`config.mk`:
```
export PLATFORM = sky130hd
export DESIGN_NAME = first_level_table_walker
export DESIGN_NICKNAME = d
export VERILOG_FILES = /design/src/walker_pkg.sv /design/src/first_level_table_walker.sv
export SDC_FILE = /design/constraint.sdc
export NUM_CORES = 1
export LEC_CHECK = 0
export ABC_AREA = 1
export BUFFER_PORTS_ARGS = -buffer_cell sky130_fd_sc_hd__buf_2
export CAP_MARGIN = 20
export CORE_AREA = 2 2 121 123
export CTS_BUF_LIST = sky130_fd_sc_hd__clkbuf_4 sky130_fd_sc_hd__clkbuf_8
export DETAILED_ROUTE_END_ITERATION = 16
export DIE_AREA = 0 0 123 125
export GPL_TIMING_DRIVEN = 0
export PLACE_DENSITY = 0.86
export SLEW_MARGIN = 0
export SYNTH_ARGS = -nofsm -noshare
export SYNTH_HDL_FRONTEND = slang
export SYNTH_SLANG_ARGS = --single-unit
```
`constraint.sdc`:
```
create_clock -name ref_clk_i -period 1.8 [get_ports ref_clk_i]
set_clock_uncertainty 0.1 [all_clocks]
set_input_delay 0.27 -clock ref_clk_i [delete_from_list [all_inputs] [get_ports ref_clk_i]]
set_output_delay 0.27 -clock ref_clk_i [all_outputs]
set_load 0.1 [all_outputs]
```
`src/walker_pkg.sv`:
```
/*
 * Shared constants and carrier types for the first-level table walker.
 * Assumes a 32-bit physical memory returning one word per read request.
 */
package walker_pkg;

    // Table base register layout
    localparam int TB_HI      = 31;
    localparam int TB_LO      = 14;
    localparam int TB_LOW_W   = 14;
    localparam logic [13:0] TB_LOW_READ = 14'h0000;

    // Modified address fields
    localparam int VA_IDX_HI  = 31;
    localparam int VA_IDX_LO  = 20;
    localparam int PID_HI     = 31;
    localparam int PID_LO     = 25;
    localparam int PID_W      = 7;
    localparam logic [6:0] PID_ZERO = 7'h00;

    // Table geometry
    localparam int L1_ENTRIES     = 4096;
    localparam int COARSE_ENTRIES = 256;
    localparam int FINE_ENTRIES   = 1024;

    // Descriptor fields
    localparam int SEC_BASE_LO = 20;
    localparam int CRS_BASE_LO = 10;
    localparam int FIN_BASE_LO = 12;
    localparam int AP_HI       = 11;
    localparam int AP_LO       = 10;
    localparam int DOM_HI      = 8;
    localparam int DOM_LO      = 5;
    localparam int CB_HI       = 3;
    localparam int CB_LO       = 2;

    // Type encodings in bits [1:0]
    localparam logic [1:0] TYPE_INVALID = 2'h0;
    localparam logic [1:0] TYPE_COARSE  = 2'h1;
    localparam logic [1:0] TYPE_SECTION = 2'h2;
    localparam logic [1:0] TYPE_FINE    = 2'h3;

    typedef enum logic [1:0] {
        KIND_SECTION = 2'b00,
        KIND_COARSE  = 2'b01,
        KIND_FINE    = 2'b10
    } desc_kind_t;

    // Result handed to the TLB and core side
    typedef struct packed {
        desc_kind_t  kind;
        logic [31:0] base;
        logic [1:0]  access_permission_field;
        logic [3:0]  domain;
        logic [1:0]  cache_buf;
        logic [31:0] modified_virt_addr;
    } walk_result_t;

endpackage

```
`src/first_level_table_walker.sv`:
```
/*
 * First-level translation table walker: address modification, TLB miss
 * triggered fetch, and descriptor decode to section, coarse, fine or fault.
 * Assumes the TLB lookup answers hit combinationally beside the request,
 * and memory holds rd_addr and returns one word with a valid pulse.
 */
// How it works
// - Modify address with process identifier before translating
// - Walk only when TLB misses
// - Base register low 14 bits read unpredictable
// - Table holds 4096 word entries, 1MB each
// - Fetch address is base[31:14] with address[31:20]
// - Read one word entry as first-level descriptor
// - Always fetch first; pages need second fetch
// - Coarse table: 256 entries of 4KB
// - Fine table: 1024 entries of 1KB
// - Section maps a 1MB physical block
// - Base from [31:20], [31:10] or [31:12]
// - Section permission field from bits [11:10]
// - Section cache attributes from bits [3:2]
// - Type and validity from bits [1:0]
// - Invalid descriptor raises section translation fault
// - Walk automatically and load result to TLB
// - Type 10 decodes as section
// - Type 01 coarse, starts second fetch
// - Type 11 fine, starts second fetch
// - Bits [8:5] select one of 16 domains
module first_level_table_walker #(
    parameter int ADDR_W = 32
) (
    input  wire logic                         ref_clk_i,
    input  wire logic                         reset_n_i,
    // Table base register port
    input  wire logic                         tb_wr_i,
    input  wire logic [31:0]                  tb_wdata_i,
    output logic      [31:0]                  tb_rdata_o,
    input  wire logic [31:0]                  process_identifier_register_i,
    // Core request
    input  wire logic                         req_valid_i,
    input  wire logic [ADDR_W-1:0]            core_virt_addr_i,
    input  wire logic                         tlb_hit_i,
    output logic                              req_ready_o,
    output logic      [ADDR_W-1:0]            modified_virt_addr_o,
    // Memory side
    output logic                              rd_req_o,
    output logic      [29:0]                  rd_word_addr_o,
    input  wire logic                         rd_valid_i,
    input  wire logic [31:0]                  rd_data_i,
    // Results
    output logic                              tlb_load_o,
    output walker_pkg::walk_result_t          result_o,
    output logic                              second_fetch_o,
    output logic                              section_fault_o
);

    typedef enum logic [1:0] {
        ST_IDLE  = 2'b00,
        ST_FETCH = 2'b01,
        ST_DONE  = 2'b10
    } walk_state_t;

    walk_state_t       state_q, state_d;
    logic [31:14]      tb_q;
    logic [31:0]       mva_q;
    logic [29:0]       addr_q;
    walker_pkg::walk_result_t res_q, res_d;
    logic              load_q, fault_q, second_q;

    ////////////////////////////////////////////////////////////////////////
    // Address modification and fetch address
    wire logic [6:0] pid_w = process_identifier_register_i[walker_pkg::PID_HI:walker_pkg::PID_LO];
    wire logic       low_w = (core_virt_addr_i[walker_pkg::PID_HI:walker_pkg::PID_LO]
                              == walker_pkg::PID_ZERO);
    // Low 32MB is relocated into the process slot
    wire logic [31:0] mva_w = low_w ? {pid_w, core_virt_addr_i[24:0]} : core_virt_addr_i;
    // Index 12 bits select one of 4096 1MB entries
    wire logic [29:0] fetch_addr_w = {tb_q, mva_w[walker_pkg::VA_IDX_HI:walker_pkg::VA_IDX_LO]};
    wire logic        start_w = (state_q == ST_IDLE) && req_valid_i && !tlb_hit_i;

    ////////////////////////////////////////////////////////////////////////
    // Descriptor decode
    wire logic [1:0] type_w = rd_data_i[1:0];
    wire logic is_sec_w = (type_w == walker_pkg::TYPE_SECTION);
    wire logic is_crs_w = (type_w == walker_pkg::TYPE_COARSE);
    wire logic is_fin_w = (type_w == walker_pkg::TYPE_FINE);
    wire logic is_inv_w = (type_w == walker_pkg::TYPE_INVALID);
    wire logic got_w    = (state_q == ST_FETCH) && rd_valid_i;

    // Base extraction per kind; low bits are zero
    wire logic [31:0] sec_base_w = {rd_data_i[31:walker_pkg::SEC_BASE_LO], 20'h0_0000};
    wire logic [31:0] crs_base_w = {rd_data_i[31:walker_pkg::CRS_BASE_LO], 10'h000};
    wire logic [31:0] fin_base_w = {rd_data_i[31:walker_pkg::FIN_BASE_LO], 12'h000};

    always_comb begin
        res_d = res_q;
        res_d.modified_virt_addr = mva_q;
        res_d.domain = rd_data_i[walker_pkg::DOM_HI:walker_pkg::DOM_LO];
        res_d.access_permission_field = 2'h0;
        res_d.cache_buf = 2'h0;
        if (is_sec_w) begin
            res_d.kind = walker_pkg::KIND_SECTION;
            res_d.base = sec_base_w;
            res_d.access_permission_field = rd_data_i[walker_pkg::AP_HI:walker_pkg::AP_LO];
            res_d.cache_buf = rd_data_i[walker_pkg::CB_HI:walker_pkg::CB_LO];
        end else if (is_crs_w) begin
            res_d.kind = walker_pkg::KIND_COARSE;
            res_d.base = crs_base_w;
        end else begin
            res_d.kind = walker_pkg::KIND_FINE;
            res_d.base = fin_base_w;
        end
    end

    ////////////////////////////////////////////////////////////////////////
    // Walk sequencer: one first-level fetch per miss
    always_comb begin
        state_d = state_q;
        case (state_q)
            ST_IDLE:  begin
                if (start_w) begin
                    state_d = ST_FETCH;
                end
            end
            ST_FETCH: begin
                if (rd_valid_i) begin
                    state_d = ST_DONE;
                end
            end
            ST_DONE:  state_d = ST_IDLE;
            default:  state_d = ST_IDLE;
        endcase
    end

    // Table base register; low bits are not stored
    always_ff @(posedge ref_clk_i or negedge reset_n_i) begin
        if (!reset_n_i) begin
            tb_q <= 18'h0_0000;
        end else if (tb_wr_i) begin
            tb_q <= tb_wdata_i[walker_pkg::TB_HI:walker_pkg::TB_LO];
        end
    end

    always_ff @(posedge ref_clk_i or negedge reset_n_i) begin
        if (!reset_n_i) begin
            state_q <= ST_IDLE;
            mva_q   <= 32'h0000_0000;
            addr_q  <= 30'h0000_0000;
        end else begin
            state_q <= state_d;
            if (start_w) begin
                mva_q  <= mva_w;
                addr_q <= fetch_addr_w;
            end
        end
    end

    // Result pulses; invalid gives a fault instead of a load
    always_ff @(posedge ref_clk_i or negedge reset_n_i) begin
        if (!reset_n_i) begin
            res_q    <= '0;
            load_q   <= 1'b0;
            fault_q  <= 1'b0;
            second_q <= 1'b0;
        end else begin
            load_q   <= got_w && !is_inv_w;
            fault_q  <= got_w && is_inv_w;
            second_q <= got_w && (is_crs_w || is_fin_w);
            if (got_w) begin
                res_q <= res_d;
            end
        end
    end

    ////////////////////////////////////////////////////////////////////////
    // Outputs
    assign tb_rdata_o           = {tb_q, walker_pkg::TB_LOW_READ};
    assign req_ready_o          = (state_q == ST_IDLE);
    assign modified_virt_addr_o = mva_w;
    assign rd_req_o             = (state_q == ST_FETCH);
    assign rd_word_addr_o       = addr_q;
    assign tlb_load_o           = load_q;
    assign result_o             = res_q;
    assign second_fetch_o       = second_q;
    assign section_fault_o      = fault_q;

    ////////////////////////////////////////////////////////////////////////
    // Checks
    no_walk_hit_a: assert property (@(posedge ref_clk_i) disable iff (!reset_n_i)
        (state_q == ST_IDLE && tlb_hit_i) |=> state_q == ST_IDLE)
        else $error("walk started on hit");
    fetch_addr_a: assert property (@(posedge ref_clk_i) disable iff (!reset_n_i)
        start_w |=> rd_word_addr_o == {$past(tb_q), $past(mva_w[31:20])})
        else $error("bad fetch address");
    fault_inv_a: assert property (@(posedge ref_clk_i) disable iff (!reset_n_i)
        (got_w && rd_data_i[1:0] == 2'h0) |=> section_fault_o && !tlb_load_o)
        else $error("invalid without fault");
    sec_base_a: assert property (@(posedge ref_clk_i) disable iff (!reset_n_i)
        (got_w && rd_data_i[1:0] == 2'h2) |=> result_o.base
        == {$past(rd_data_i[31:20]), 20'h0_0000}
        && result_o.kind == walker_pkg::KIND_SECTION)
        else $error("section base wrong");
    sec_ap_a: assert property (@(posedge ref_clk_i) disable iff (!reset_n_i)
        (got_w && rd_data_i[1:0] == 2'h2) |=> result_o.access_permission_field
        == $past(rd_data_i[11:10]) && result_o.cache_buf == $past(rd_data_i[3:2]))
        else $error("section attributes wrong");
    second_a: assert property (@(posedge ref_clk_i) disable iff (!reset_n_i)
        (got_w && rd_data_i[0]) |=> second_fetch_o && tlb_load_o)
        else $error("page table without second fetch");
    domain_a: assert property (@(posedge ref_clk_i) disable iff (!reset_n_i)
        (got_w && rd_data_i[1:0] != 2'h0) |=> result_o.domain == $past(rd_data_i[8:5]))
        else $error("domain wrong");
    one_fetch_a: assert property (@(posedge ref_clk_i) disable iff (!reset_n_i)
        start_w |=> rd_req_o)
        else $error("no fetch after miss");
    tb_read_a: assert property (@(posedge ref_clk_i) disable iff (!reset_n_i)
        tb_wr_i |=> tb_rdata_o[31:14] == $past(tb_wdata_i[31:14]))
        else $error("base register not stored");
    cov_sec_c:   cover property (@(posedge ref_clk_i) got_w && is_sec_w);
    cov_crs_c:   cover property (@(posedge ref_clk_i) got_w && is_crs_w);
    cov_fin_c:   cover property (@(posedge ref_clk_i) got_w && is_fin_w);
    cov_fault_c: cover property (@(posedge ref_clk_i) got_w && is_inv_w);
    cov_slow_c:  cover property (@(posedge ref_clk_i) (rd_req_o && !rd_valid_i) ##1 rd_req_o);

    // Low addresses take the process slot
    mva_low_a: assert property (@(posedge ref_clk_i) disable iff (!reset_n_i)
        (core_virt_addr_i[31:25] == 7'h00) |-> modified_virt_addr_o[31:25]
        == process_identifier_register_i[31:25])
        else $error("low address not relocated");
    // Low address bits pass unchanged
    mva_tail_a: assert property (@(posedge ref_clk_i) disable iff (!reset_n_i)
        modified_virt_addr_o[24:0] == core_virt_addr_i[24:0])
        else $error("address tail altered");
    // High addresses pass through whole
    mva_high_a: assert property (@(posedge ref_clk_i) disable iff (!reset_n_i)
        (core_virt_addr_i[31:25] != 7'h00) |-> modified_virt_addr_o == core_virt_addr_i)
        else $error("high address altered");
    // Captured address reaches the result
    mva_keep_a: assert property (@(posedge ref_clk_i) disable iff (!reset_n_i)
        tlb_load_o |-> result_o.modified_virt_addr[31:20] == rd_word_addr_o[11:0])
        else $error("result address mismatch");

    // A hit never reaches memory
    hit_no_fetch_a: assert property (@(posedge ref_clk_i) disable iff (!reset_n_i)
        (state_q == ST_IDLE && tlb_hit_i) |=> !rd_req_o)
        else $error("fetch on hit");
    // A miss always reaches memory
    miss_fetch_a: assert property (@(posedge ref_clk_i) disable iff (!reset_n_i)
        (req_ready_o && req_valid_i && !tlb_hit_i) |=> rd_req_o)
        else $error("miss without fetch");
    // No request, no fetch
    idle_no_req_a: assert property (@(posedge ref_clk_i) disable iff (!reset_n_i)
        (req_ready_o && !req_valid_i) |=> !rd_req_o)
        else $error("fetch without request");
    // Hit leaves the walker ready
    hit_ready_a: assert property (@(posedge ref_clk_i) disable iff (!reset_n_i)
        (req_ready_o && tlb_hit_i) |=> req_ready_o)
        else $error("hit made walker busy");

    // Low base bits always read as zero here
    tb_low_zero_a: assert property (@(posedge ref_clk_i) disable iff (!reset_n_i)
        tb_rdata_o[13:0] == 14'h0000)
        else $error("base low bits not zero");
    // Base holds without a write
    tb_hold_a: assert property (@(posedge ref_clk_i) disable iff (!reset_n_i)
        !tb_wr_i |=> $stable(tb_rdata_o))
        else $error("base changed without write");
    // Index field is the address top bits
    index_range_a: assert property (@(posedge ref_clk_i) disable iff (!reset_n_i)
        start_w |=> rd_word_addr_o[11:0] == $past(modified_virt_addr_o[31:20]))
        else $error("table index wrong");
    // Fetch address stands while waiting
    addr_stable_a: assert property (@(posedge ref_clk_i) disable iff (!reset_n_i)
        (rd_req_o && !rd_valid_i) |=> $stable(rd_word_addr_o))
        else $error("fetch address moved");
    // Request stands until data comes
    req_hold_a: assert property (@(posedge ref_clk_i) disable iff (!reset_n_i)
        (rd_req_o && !rd_valid_i) |=> rd_req_o)
        else $error("fetch request dropped early");
    // Exactly one first-level word per walk
    req_drop_a: assert property (@(posedge ref_clk_i) disable iff (!reset_n_i)
        (rd_req_o && rd_valid_i) |=> !rd_req_o)
        else $error("second first-level fetch");
    // Done state returns to ready
    done_ready_a: assert property (@(posedge ref_clk_i) disable iff (!reset_n_i)
        (!req_ready_o && !rd_req_o) |=> req_ready_o)
        else $error("walker stuck after result");
    // Accepted miss makes the walker busy
    start_busy_a: assert property (@(posedge ref_clk_i) disable iff (!reset_n_i)
        start_w |=> !req_ready_o)
        else $error("walker not busy after miss");

    // Coarse table base and second fetch
    crs_kind_a: assert property (@(posedge ref_clk_i) disable iff (!reset_n_i)
        (got_w && rd_data_i[1:0] == 2'h1) |=> result_o.kind == walker_pkg::KIND_COARSE
        && result_o.base == {$past(rd_data_i[31:10]), 10'h000} && second_fetch_o)
        else $error("coarse decode wrong");
    // Fine table base and second fetch
    fin_kind_a: assert property (@(posedge ref_clk_i) disable iff (!reset_n_i)
        (got_w && rd_data_i[1:0] == 2'h3) |=> result_o.kind == walker_pkg::KIND_FINE
        && result_o.base == {$past(rd_data_i[31:12]), 12'h000} && second_fetch_o)
        else $error("fine decode wrong");
    // Section ends after one fetch
    sec_no_second_a: assert property (@(posedge ref_clk_i) disable iff (!reset_n_i)
        (got_w && rd_data_i[1:0] == 2'h2) |=> tlb_load_o && !second_fetch_o)
        else $error("section asked second fetch");
    // Section result covers whole 1MB
    sec_size_a: assert property (@(posedge ref_clk_i) disable iff (!reset_n_i)
        (tlb_load_o && result_o.kind == walker_pkg::KIND_SECTION)
        |-> result_o.base[19:0] == 20'h0_0000)
        else $error("section base not aligned");
    // Coarse table aligned to its 256 words
    crs_align_a: assert property (@(posedge ref_clk_i) disable iff (!reset_n_i)
        (tlb_load_o && result_o.kind == walker_pkg::KIND_COARSE)
        |-> result_o.base[9:0] == 10'h000)
        else $error("coarse base not aligned");
    // Fine table aligned to its 1024 words
    fin_align_a: assert property (@(posedge ref_clk_i) disable iff (!reset_n_i)
        (tlb_load_o && result_o.kind == walker_pkg::KIND_FINE)
        |-> result_o.base[11:0] == 12'h000)
        else $error("fine base not aligned");
    // Page tables carry no section attributes
    page_attr_a: assert property (@(posedge ref_clk_i) disable iff (!reset_n_i)
        (tlb_load_o && result_o.kind != walker_pkg::KIND_SECTION)
        |-> result_o.access_permission_field == 2'h0 && result_o.cache_buf == 2'h0)
        else $error("page table attributes set");

    // Load and fault never together
    no_both_a: assert property (@(posedge ref_clk_i) disable iff (!reset_n_i)
        !(tlb_load_o && section_fault_o))
        else $error("load and fault together");
    // Fault only from the invalid encoding
    fault_cause_a: assert property (@(posedge ref_clk_i) disable iff (!reset_n_i)
        section_fault_o |-> $past(got_w) && $past(rd_data_i[1:0]) == 2'h0)
        else $error("fault without invalid type");
    // Fault never asks a second fetch
    fault_no_second_a: assert property (@(posedge ref_clk_i) disable iff (!reset_n_i)
        section_fault_o |-> !second_fetch_o)
        else $error("second fetch on fault");
    // Fault returns to ready next cycle
    fault_ready_a: assert property (@(posedge ref_clk_i) disable iff (!reset_n_i)
        section_fault_o |=> req_ready_o)
        else $error("not ready after fault");
    // Valid descriptor always loads the TLB
    load_after_a: assert property (@(posedge ref_clk_i) disable iff (!reset_n_i)
        (got_w && rd_data_i[1:0] != 2'h0) |=> tlb_load_o)
        else $error("valid descriptor not loaded");
    // Load only follows a fetched word
    load_cause_a: assert property (@(posedge ref_clk_i) disable iff (!reset_n_i)
        tlb_load_o |-> $past(got_w))
        else $error("load without descriptor");
    // Load is a one-cycle pulse
    load_pulse_a: assert property (@(posedge ref_clk_i) disable iff (!reset_n_i)
        tlb_load_o |=> !tlb_load_o)
        else $error("load pulse too long");
    // Load is followed by ready
    load_ready_a: assert property (@(posedge ref_clk_i) disable iff (!reset_n_i)
        tlb_load_o |=> req_ready_o)
        else $error("not ready after load");
    // Result stands between fetches
    result_hold_a: assert property (@(posedge ref_clk_i) disable iff (!reset_n_i)
        !got_w |=> $stable(result_o))
        else $error("result changed without fetch");

endmodule

```
==> impl_metrics.csv, run 1 <==
group,metric,value,unit
layout,finalNonFillerCells,1194,
place,place_congestion,0.8061,
sta,timing.max_slew.rel_slack,60.40,%
floorplanning,initial_cell_density_of_the_core,41.02,%
floorplanning,die_h,125,um
power,p_leak,4.896,nW
routing,num_vias,5486,
power,power.density,1810,mW/mm^2
worst_setup_path,critical_path.slowest_cell,"sky130_fd_sc_hd__dlygate4sd3_1",
synthesis,synth_enable_flop_cells,0,
routing,detail_route.wl_per_cell,14.76,um
place,detailed_place_hpwl,11250,um
sta,total_setup_violations_reported_at_the_end_of_the_flow,1,
worst_setup_path,cp_data_required_time,1430,ps
layout,antennaDiodeCount,0,
synthesis,synth-seq-cells,137,
worst_setup_path,worstSetupEndpoint,"modified_virt_addr_o[0]",
worst_setup_path,cp_startpoint,"core_virt_addr_i[0]",
sta,worst_slack,-7.517,ps
worst_setup_path,worstPathArrival,1440,ps
place,port_buffers,240,
worst_setup_path,r2r-end,"result_o[11]$_DFFE_PN0P_",
worst_setup_path,r2r_setup_slk,380,ps
synthesis,netlist.top_cell.by_area,"sky130_fd_sc_hd__dfrtp_1",
worst_setup_path,critPathBufInv,4,
routing,vias_per_cell,4.595,
worst_setup_path,crit_path_cell_trace,"dlygate4sd3_1 -> buf_2 -> buf_4 -> buf_2",
routing,drt_pre_antenna_iters,5,
synthesis,synth_cells,642,
place,post-place-ws,-113.4,ps
sta,worstMarginPinSlew,594.0,ps
floorplanning,floorplan.die_area,0.01538,mm^2
worst_setup_path,critPathKind,"primary input to primary output",
min_path,hold_path_class,"primary input to flop",
synthesis,ys_seq_area_share,58.84,%
layout,nets,1136,
routing,totalWireLength,17620,um
sta,finalCriticalPeriod,1808,ps
run_status,failing_checks,"negative setup slack",
synthesis,synthesis.area_per_instance,9.076,um^2
sta,timing_max_transition_violations_final,0,
layout,fraction_of_layout_instances_using_a_drive_strength_above_1,36.24,%
routing,post-route-drc-count,0,
clock_tree,cts_buffers,17,
place,post-place-cells,1090,
worst_setup_path,timing.critical_path.from_type,"primary input",
clock_tree,clock_tree.root_cell,"sky130_fd_sc_hd__clkbuf_8",
worst_setup_path,timing.rr.start,"state_q[1]$_DFFE_PN0P_",
layout,fillerInstances,1098,
grt,grt_first_pass_wirelength,27460,um
sta,final.period_utilization,100.4,%
flow_run,max_capacitance_violation_total,0,
clock_tree,cts_max_path_buffers,2,
sta,hold-worst-slack,32.91,ps
worst_setup_path,path_max_fanout,2,
worst_setup_path,r2r_cells,6,
clock_tree,cts_tree,"yes",
synthesis,post_synth_main_area_contributors,"sky130_fd_sc_hd__dfrtp_1 (59%), sky130_fd_sc_hd__nand2_1 (17%), sky130_fd_sc_hd__buf_4 (8.2%)",
worst_setup_path,timing.critical_path.slowest_cell_delay,540,ps
clock_tree,clk_transition_reported_paths,70,ps
synthesis,netlist.area_leader.share,58.84,%
worst_setup_path,worst_setup_path_end_kind,"primary output",
clock_tree,cts.repair_timing.setup_buffer_count,0,
floorplanning,io-pin-count,307,
synthesis,synth_most_common_cell,"sky130_fd_sc_hd__nand2_1",
worst_setup_path,crit_cells,4,
synthesis,postSynth.asyncResetShare,100.0,%
power,post-layout-total-power,15.65,mW
layout,syn2layout_area_growth,48.36,%
synthesis,yosys_warning_count,0,
floorplanning,core.rowCount,44,
synthesis,yosys_most_used_dff,"sky130_fd_sc_hd__dfrtp_1",
worst_setup_path,critPathTopFamily,"buffers and inverters",
synthesis,ys_types,19,
routing,drt_first_iter_violations,432,
sta,timing_hold_violations_final,0,
clock_tree,cts_sinks,137,
grt,grt_util_all_layers,23.06,%
worst_setup_path,worst_path_most_repeated_cell,"sky130_fd_sc_hd__buf_2",
floorplanning,core_area,0.01420,mm^2
clock_tree,clock_insertion_delay_worst_skew,440,ps
grt,grt_max_degree,75,
synthesis,netlist_area,0.005827,mm^2
grt,antenna_violations_before_repair,0,
grt,overflow,0,
clock_tree,htreeDepth,4,
power,vdd_drop_max,0.0007942,V
grt,number_of_global_route_vias_before_repair,5573,
sta,max_freq,553.2,MHz
floorplanning,die_w,123,um
synthesis,synth.cells.most_frequent,"sky130_fd_sc_hd__nand2_1 (269), sky130_fd_sc_hd__dfrtp_1 (137), sky130_fd_sc_hd__buf_4 (64)",
run_status,status,"complete, but fails checks",
routing,drt.antenna.violating_nets,0,
## cell families (layout without fill, tap and decap cells)
kind of cell | Yosys count | count (layout) | synth area share, %
compound gates | 76 | 76 | 6.528
fa+ha+maj | 5 | 5 | 1.074
buf+inv | 135 | 480 | 14.45
flops | 137 | 137 | 58.84
other cells | 1 | 24 | 0.06436
simple gates | 288 | 288 | 19.05
## tightest hold or removal path: stages
cell and delay, ps:
sky130_fd_sc_hd__buf_2 90, sky130_fd_sc_hd__nand2_1 50, sky130_fd_sc_hd__o21ai_0 100
## worst min-delay path by stage
| stage | from | endpoint | slack [ps] | depth (start not counted) |
|---|---|---|---|---|
| finish | rd_data_i[14] | result_o[54]$_DFFE_PN0P_ | 30 | 3 |
| global route | rd_data_i[14] | result_o[54]$_DFFE_PN0P_ | 20 | 3 |
| CTS | rd_data_i[14] | result_o[54]$_DFFE_PN0P_ | 10 | 3 |
| detailed placement | reset_n_i | mva_q[4]$_DFFE_PN0P_ | 190 | 1 |
| global placement | mva_q[19]$_DFFE_PN0P_ | result_o[19]$_DFFE_PN0P_ | 350 | 2 |
| floorplan | reset_n_i | mva_q[0]$_DFFE_PN0P_ | -130 | 0 |
## cell usage in the layout (no fill, tap or decap), drive strengths merged
master and instances:
conb 24, ha 5, o21ai 76, clkbuf 46, clkinvlp 2, clkinv 7, dfrtp 137, inv 45
nand3 9, buf 304, nor2 8, dlygate4sd3 72, bufinv 4, nand2 271
## final cells by class
| cell class | instances | area, um^2 | share of cell area [%] |
|---|---|---|---|
| clock inverter | 12 | 172.7 | 1.997 |
| multi-input combinational | 393 | 1658 | 19.18 |
| timing repair buffer | 313 | 2044 | 23.65 |
| tap | 184 | 230.2 | 2.663 |
| inverter | 46 | 172.7 | 1.997 |
| clock buffer | 20 | 269.0 | 3.112 |
| sequential | 137 | 3428 | 39.66 |
| buffer | 89 | 669.4 | 7.744 |
## repair_timing
item | CTS | global route
hold buffers | 72 | 0
setup endpoints to repair | 10 | 28
endpoints found under the hold margin | 135 | 0
resized for setup | 10 | 26
## sequential cells by signal, summed over array words and instances (netlist names)
name and flops:
second_fetch_o 1, rd_word_addr_o 19, state_q 2, mva_q 31
section_fault_o 1, tlb_load_o 1, tb_q 18, result_o 64
## metal layers
metal	vias to the layer above	GRT usage, %	routed length (um)
li1	2597	-	-
met1	2596	25.53	6776
met2	239	39.52	9123
met3	54	7.619	1095
met4	0	11.03	624
met5	-	0	0
## where the power goes
| part | switching, mW | internal [mW] |
|---|---|---|
| Sequential | 0.465 | 3.91 |
| Combinational | 7.19 | 1.31 |
| Clock | 1.19 | 1.59 |
## metrics by stage
step	setup TNS (ps)	area (um^2)	util, %
floorplan	0	5918	-
global placement	-205060	7350	51.74
detailed placement	-363.6	7383	51.98
CTS	0	8571	60.34
global route	-27.11	8645	60.86
finish	-7.517	8645	60.86
No activity file was read; power rests on OpenSTA's default activity.
==> run 2: changes to the inputs <==
--- a/config.mk
+++ b/config.mk
@@ -14,7 +14,7 @@
 export DIE_AREA = 0 0 123 125
 export GPL_TIMING_DRIVEN = 0
 export PLACE_DENSITY = 0.86
-export SLEW_MARGIN = 0
+export SETUP_SLACK_MARGIN = 0.1
 export SYNTH_ARGS = -nofsm -noshare
 export SYNTH_HDL_FRONTEND = slang
 export SYNTH_SLANG_ARGS = --single-unit
==> run 2 against run 1 <==
Net effect: the run now ends clean; setup slack improved by 150 ps; power fell by 1.9%; sequential power barely moved; routed wire length fell by 3.3%; first-iteration DRC count fell by 45%; largest cell class unchanged.
==> impl_metrics.csv, run 2 (synthesized netlist as in run 1, its figures left out) <==
group,metric,value,unit
clock_tree,clock_insertion_delay_worst_skew,430,ps
clock_tree,cts_max_path_buffers,2,
flow_run,max_capacitance_violation_total,0,
layout,finalInstanceArea,0.008657,mm^2
grt,grt_util_met1,24.47,%
sta,max_freq,604.1,MHz
worst_setup_path,r2r_cells,6,
grt,top_usage_layer,"met2",
routing,num_vias,5453,
worst_setup_path,worstSetupEndpoint,"modified_virt_addr_o[25]",
sta,worst_slack,144.5,ps
clock_tree,clk_transition_reported_paths,70,ps
place,detailed_place_hpwl,11300,um
routing,post-route-drc-count,0,
grt,grt_first_pass_wirelength,26280,um
grt,grt.met2_usage,39.23,%
routing,drt_pre_antenna_iters,4,
place,place_congestion,0.8065,
layout,syn2layout_area_growth,48.57,%
power,power.density,1772,mW/mm^2
floorplanning,die_h,125,um
sta,timing_max_transition_violations_final,0,
sta,total_setup_violations_reported_at_the_end_of_the_flow,0,
grt,grt_max_degree,96,
clock_tree,clock_tree.root_cell,"sky130_fd_sc_hd__clkbuf_8",
worst_setup_path,critPathKind,"primary input to primary output",
sta,timing_hold_violations_final,0,
floorplanning,core_area,0.01420,mm^2
worst_setup_path,timing.rr.start,"state_q[1]$_DFFE_PN0P_",
min_path,hold_path_class,"primary input to flop",
place,port_buffers,240,
layout,layout.core_utilization,60.95,%
floorplanning,die_w,123,um
run_status,status,"complete, no violations",
floorplanning,floorplan.die_area,0.01538,mm^2
clock_tree,cts_buffers,17,
floorplanning,core.rowCount,44,
worst_setup_path,path_max_fanout,7,
grt,number_of_global_route_vias_before_repair,5410,
grt,overflow,0,
worst_setup_path,worstPathArrival,1290,ps
routing,vias_per_cell,4.563,
routing,drt.antenna.violating_nets,0,
worst_setup_path,r2r-end,"result_o[7]$_DFFE_PN0P_",
layout,most_frequent_standard_cell_in_the_layout_excluding_fill_and_tap_cells,"sky130_fd_sc_hd__nand2_1",
worst_setup_path,r2r_setup_slk,380,ps
grt,antenna_violations_before_repair,0,
grt,grt_util_all_layers,22.18,%
clock_tree,cts_sinks,137,
routing,drt_first_iter_violations,239,
sta,setup_repair_after_global_routing_missed_its_margin,"true",
layout,mostFrequentLayoutCells,"sky130_fd_sc_hd__nand2_1 (263), sky130_fd_sc_hd__buf_2 (224), sky130_fd_sc_hd__dfrtp_1 (137), sky130_fd_sc_hd__buf_4 (77), sky130_fd_sc_hd__dlygate4sd3_1 (73)",
layout,nets,1137,
routing,detail_route.wl_per_cell,14.25,um
sta,timing.max_slew.rel_slack,66.08,%
sta,final.period_utilization,91.97,%
sta,final.setup.tns,0,ps
power,vdd_drop_max,0.001084,V
worst_setup_path,timing.critical_path.from_type,"primary input",
worst_setup_path,cp_data_required_time,1430,ps
floorplanning,io-pin-count,307,
routing,totalWireLength,17030,um
worst_setup_path,worst_setup_path_end_kind,"primary output",
floorplanning,initial_cell_density_of_the_core,41.02,%
layout,max_ffs_per_register,64,
clock_tree,cts_tree,"yes",
sta,finalCriticalPeriod,1655,ps
power,p_leak,4.886,nW
worst_setup_path,cp_startpoint,"core_virt_addr_i[26]",
place,dpl_cell_area,0.007411,mm^2
clock_tree,htreeDepth,4,
sta,worstMarginPinSlew,512.3,ps
clock_tree,cts.repair_timing.setup_buffer_count,0,
layout,antennaDiodeCount,0,
grt,global_route_met3_utilization,6.068,%
layout,fraction_of_layout_instances_using_a_drive_strength_above_1,36.89,%
place,post-place-ws,-156.1,ps
## run 2: cell type report
type,instances,area [um^2]
fillers,1140,5547
repair buffers,314,2073
flip-flops and latches,137,3428
well taps,184,230.2
clock inverters,10,92.59
inverters,46,172.7
clock buffers,22,302.8
plain buffers,89,684.4
multi-input cells,393,1673
## run 2: what timing repair did
item	CTS	global route
hold buffers	73	0
pin swaps	0	1
hold endpoints to repair	116	0
resized for setup	25	14
gates cloned	0	0
endpoints found under the setup margin	21	9
## run 2: worst max-delay path, stage by stage
cell and delay [ps]:
sky130_fd_sc_hd__buf_2 100, sky130_fd_sc_hd__inv_1 110, sky130_fd_sc_hd__nand2_1 100, sky130_fd_sc_hd__nor2_4 220
sky130_fd_sc_hd__nand3_1 130, sky130_fd_sc_hd__nand2_2 120, sky130_fd_sc_hd__buf_6 230
## run 2: power breakdown
part	leakage (nW)	switching, mW	internal [mW]
Sequential	1.73	0.451	3.91
Combinational	2.96	7.19	1.35
Clock	0.193	1.17	1.27
Total	4.89	8.81	6.54
## run 2: worst min path at each step
stage / from / endpoint / slack (ps) / depth (start not counted)
2_1_floorplan: reset_n_i / mva_q[0]$_DFFE_PN0P_ / -130 / 0
3_3_place_gp: mva_q[17]$_DFFE_PN0P_ / result_o[17]$_DFFE_PN0P_ / 350 / 2
3_5_place_dp: reset_n_i / result_o[69]$_DFFE_PN0P_ / 100 / 1
4_1_cts: core_virt_addr_i[29] / mva_q[29]$_DFFE_PN0P_ / 50 / 5
5_1_grt: core_virt_addr_i[28] / mva_q[28]$_DFFE_PN0P_ / 70 / 5
6_report: core_virt_addr_i[28] / mva_q[28]$_DFFE_PN0P_ / 100 / 5
## run 2: stage by stage
| stage | cells | hold slack, ps | total power [mW] |
|---|---|---|---|
| after global routing | 1195 | 69.41 | 15.93 |
| final | 1195 | 98.21 | 15.34 |
| after detailed placement | 1090 | 104.7 | 12.71 |
| after CTS | 1195 | 46.81 | 15.35 |
| after floorplan | 665 | -125.6 | 11.32 |
| after global placement | 1089 | 350.3 | 12.58 |
## run 2: metal layers
| layer | part of all wire (%) | vias to the layer above | wire [um] |
|---|---|---|---|
| met5 | 0 | - | 0 |
| li1 | - | 2596 | - |
| met4 | 3.4 | 0 | 580 |
| met2 | 52 | 223 | 8898 |
| met1 | 38 | 2584 | 6433 |
| met3 | 6.5 | 50 | 1115 |
==> run 3: changes to the inputs <==
==> constraint.sdc (replaced) <==
create_clock -name ref_clk_i -period 1.8 [get_ports ref_clk_i]
set_clock_uncertainty 0.1 [all_clocks]
set_input_delay 0.18 -clock ref_clk_i [delete_from_list [all_inputs] [get_ports ref_clk_i]]
set_output_delay 0.18 -clock ref_clk_i [all_outputs]
set_load 0.1 [all_outputs]
==> run 3 against run 2 <==
Net effect: non-clock buffer count grew 15; design area rose by 2.1%; sequential cell count is the same; final cell count increased by 1.3%; critical path depth shrank 5; first-iteration DRC count rose by 30%; register-to-register slack lost 40 ps; routed wire length is 3.7% higher; sequential power barely moved; die area is the same; global-route usage up 0.96 points; combinational power hardly changed; critical endpoint is now rd_word_addr_o[5].
==> impl_metrics.csv, run 3 (synthesized netlist as in run 1, its figures left out) <==
group,metric,value,unit
clock_tree,cts.repair_timing.setup_buffer_count,0,
floorplanning,die_h,125,um
clock_tree,cts_sinks,137,
place,post-place-ws,20.17,ps
min_path,hold_path_class,"primary input to flop",
layout,syn2layout_area_growth,51.66,%
place,port_buffers,240,
worst_setup_path,cp_startpoint,"mva_q[25]$_DFFE_PN0P_",
layout,mostFrequentLayoutCells,"sky130_fd_sc_hd__nand2_1 (269), sky130_fd_sc_hd__buf_2 (231), sky130_fd_sc_hd__dfrtp_1 (137), sky130_fd_sc_hd__dlygate4sd3_1 (88), sky130_fd_sc_hd__buf_4 (70)",
sta,total_setup_violations_reported_at_the_end_of_the_flow,0,
worst_setup_path,timing.rr.start,"state_q[1]$_DFFE_PN0P_",
sta,finalCriticalPeriod,1650,ps
layout,most_frequent_standard_cell_in_the_layout_excluding_fill_and_tap_cells,"sky130_fd_sc_hd__nand2_1",
floorplanning,floorplan.die_area,0.01538,mm^2
power,p_leak,4.987,nW
flow_run,max_capacitance_violation_total,0,
layout,antennaDiodeCount,0,
floorplanning,initial_cell_density_of_the_core,41.02,%
routing,detail_route.wl_per_cell,14.59,um
clock_tree,htreeDepth,4,
clock_tree,clock_insertion_delay_worst_skew,430,ps
sta,timing_max_transition_violations_final,0,
routing,vias_per_cell,4.539,
layout,ff_latch_area,0.003428,mm^2
power,vdd_drop_max,0.0008340,V
worst_setup_path,worst_setup_path_end_kind,"primary output",
worst_setup_path,critical_path.slowest_cell,"sky130_fd_sc_hd__buf_2",
layout,finalInstanceArea,0.008837,mm^2
grt,grt_first_pass_wirelength,27570,um
place,detailed_place_hpwl,11210,um
sta,worstMarginPinSlew,639.3,ps
worst_setup_path,critPathKind,"flop to primary output",
worst_setup_path,crit_cells,2,
worst_setup_path,crit_path_cell_trace,"buf_4 -> buf_2",
sta,timing_hold_violations_final,0,
clock_tree,clock_tree.root_cell,"sky130_fd_sc_hd__clkbuf_8",
clock_tree,cts_max_path_buffers,2,
worst_setup_path,r2r_cells,6,
run_status,status,"complete, no violations",
layout,max_ffs_per_register,64,
grt,number_of_global_route_vias_before_repair,5516,
grt,antenna_violations_before_repair,0,
grt,grt_util_all_layers,23.14,%
layout,nets,1152,
sta,timing.max_slew.rel_slack,57.38,%
layout,fillerInstances,1118,
sta,hold-worst-slack,41.99,ps
sta,max_freq,606.1,MHz
worst_setup_path,cp_data_required_time,1520,ps
routing,post-route-drc-count,0,
clock_tree,clk_transition_reported_paths,80,ps
floorplanning,io-pin-count,307,
grt,grt_max_degree,72,
worst_setup_path,timing.critical_path.from_type,"flop",
floorplanning,core.rowCount,44,
floorplanning,die_w,123,um
clock_tree,cts_buffers,17,
routing,totalWireLength,17660,um
worst_setup_path,path_max_fanout,3,
grt,overflow,0,
worst_setup_path,r2r-end,"result_o[7]$_DFFE_PN0P_",
clock_tree,cts_tree,"yes",
power,power.density,1821,mW/mm^2
sta,setup_repair_after_global_routing_missed_its_margin,"false",
routing,drt_pre_antenna_iters,4,
place,dpl_cell_area,0.007398,mm^2
sta,worst_slack,150.2,ps
worst_setup_path,r2r_setup_slk,340,ps
routing,drt.antenna.violating_nets,0,
sta,final.period_utilization,91.66,%
worst_setup_path,timing.critical_path.slowest_cell_delay,420,ps
floorplanning,core_area,0.01420,mm^2
worst_setup_path,worstSetupEndpoint,"rd_word_addr_o[5]",
layout,fraction_of_layout_instances_using_a_drive_strength_above_1,35.67,%
layout,multi_input_comb_area,0.001658,mm^2
routing,num_vias,5492,
routing,drt_first_iter_violations,310,
place,place_congestion,0.8042,
worst_setup_path,worstPathArrival,1370,ps
worst_setup_path,critPathTopFamily,"buffers and inverters",
worst_setup_path,critPathBufInv,2,
run 3: cell count changes in the layout (fill, tap and decap cells not counted), sizes merged:
| cell | change |
|---|---|
| bufinv | +6 |
| clkinvlp | -2 |
| clkinv | -2 |
| dlygate4sd3 | +15 |
| buf | -9 |
| clkbuf | +7 |
run 3: area by class of cell:
class / count / share of cell area (%)
plain buffers: 89 / 7.745
clock buffers: 20 / 3.044
clock inverters: 12 / 2.761
inverters: 46 / 1.954
multi-input cells: 393 / 18.76
flip-flops and latches: 137 / 38.79
well taps: 184 / 2.605
repair buffers: 329 / 24.34
run 3: worst register-to-register path, cell delays in order, from the launching register on:
cell and delay, ps:
sky130_fd_sc_hd__dfrtp_1 390, sky130_fd_sc_hd__inv_1 50, sky130_fd_sc_hd__nand2_1 80, sky130_fd_sc_hd__inv_2 50, sky130_fd_sc_hd__nand2_4 70, sky130_fd_sc_hd__clkbuf_1 410
sky130_fd_sc_hd__o21ai_0 160
run 3: worst min-delay path by stage:
| stage | start | end | slack [ps] | cells past startpoint |
|---|---|---|---|---|
| after global routing | core_virt_addr_i[26] | mva_q[26]$_DFFE_PN0P_ | 70 | 5 |
| after global placement | rd_data_i[30] | result_o[70]$_DFFE_PN0P_ | 270 | 3 |
| final | tb_wr_i | tb_q[28]$_DFFE_PN0P_ | 40 | 2 |
| after floorplan | reset_n_i | mva_q[0]$_DFFE_PN0P_ | -220 | 0 |
| after detailed placement | reset_n_i | result_o[71]$_DFFE_PN0P_ | 120 | 1 |
| after CTS | process_identifier_register_i[31] | rd_word_addr_o[11]$_DFFE_PN0P_ | 20 | 5 |
run 3: power by group:
| group | internal, mW | switching, mW | leakage, nW |
|---|---|---|---|
| Combinational | 1.33 | 7.19 | 3.01 |
| Sequential | 3.91 | 0.471 | 1.73 |
| Clock | 2.02 | 1.17 | 0.252 |
run 3: timing repair:
item	CTS	global route
endpoints found under the hold margin	146	0
setup endpoints to repair	5	12
resized for setup	5	11
hold buffers	88	0
run 3: layer usage:
metal	GRT usage, %	routed length, um	vias to the layer above	part of all wire [%]
li1	-	-	2626	-
met2	40.53	9140	229	52
met4	9.425	524	0	3.0
met5	0	0	-	0
met3	5.931	1124	40	6.4
met1	26.65	6867	2597	39
run 3: through the flow:
step | power, mW | util (%) | TNS (ps) | std cells
final | 16.09 | 62.22 | 0 | 1210
after global placement | 12.59 | 51.85 | -191530 | 1089
after global routing | 16.68 | 62.22 | 0 | 1210
after floorplan | 11.31 | - | 0 | 665
after detailed placement | 12.71 | 52.09 | 0 | 1090
after CTS | 16.09 | 61.99 | 0 | 1210
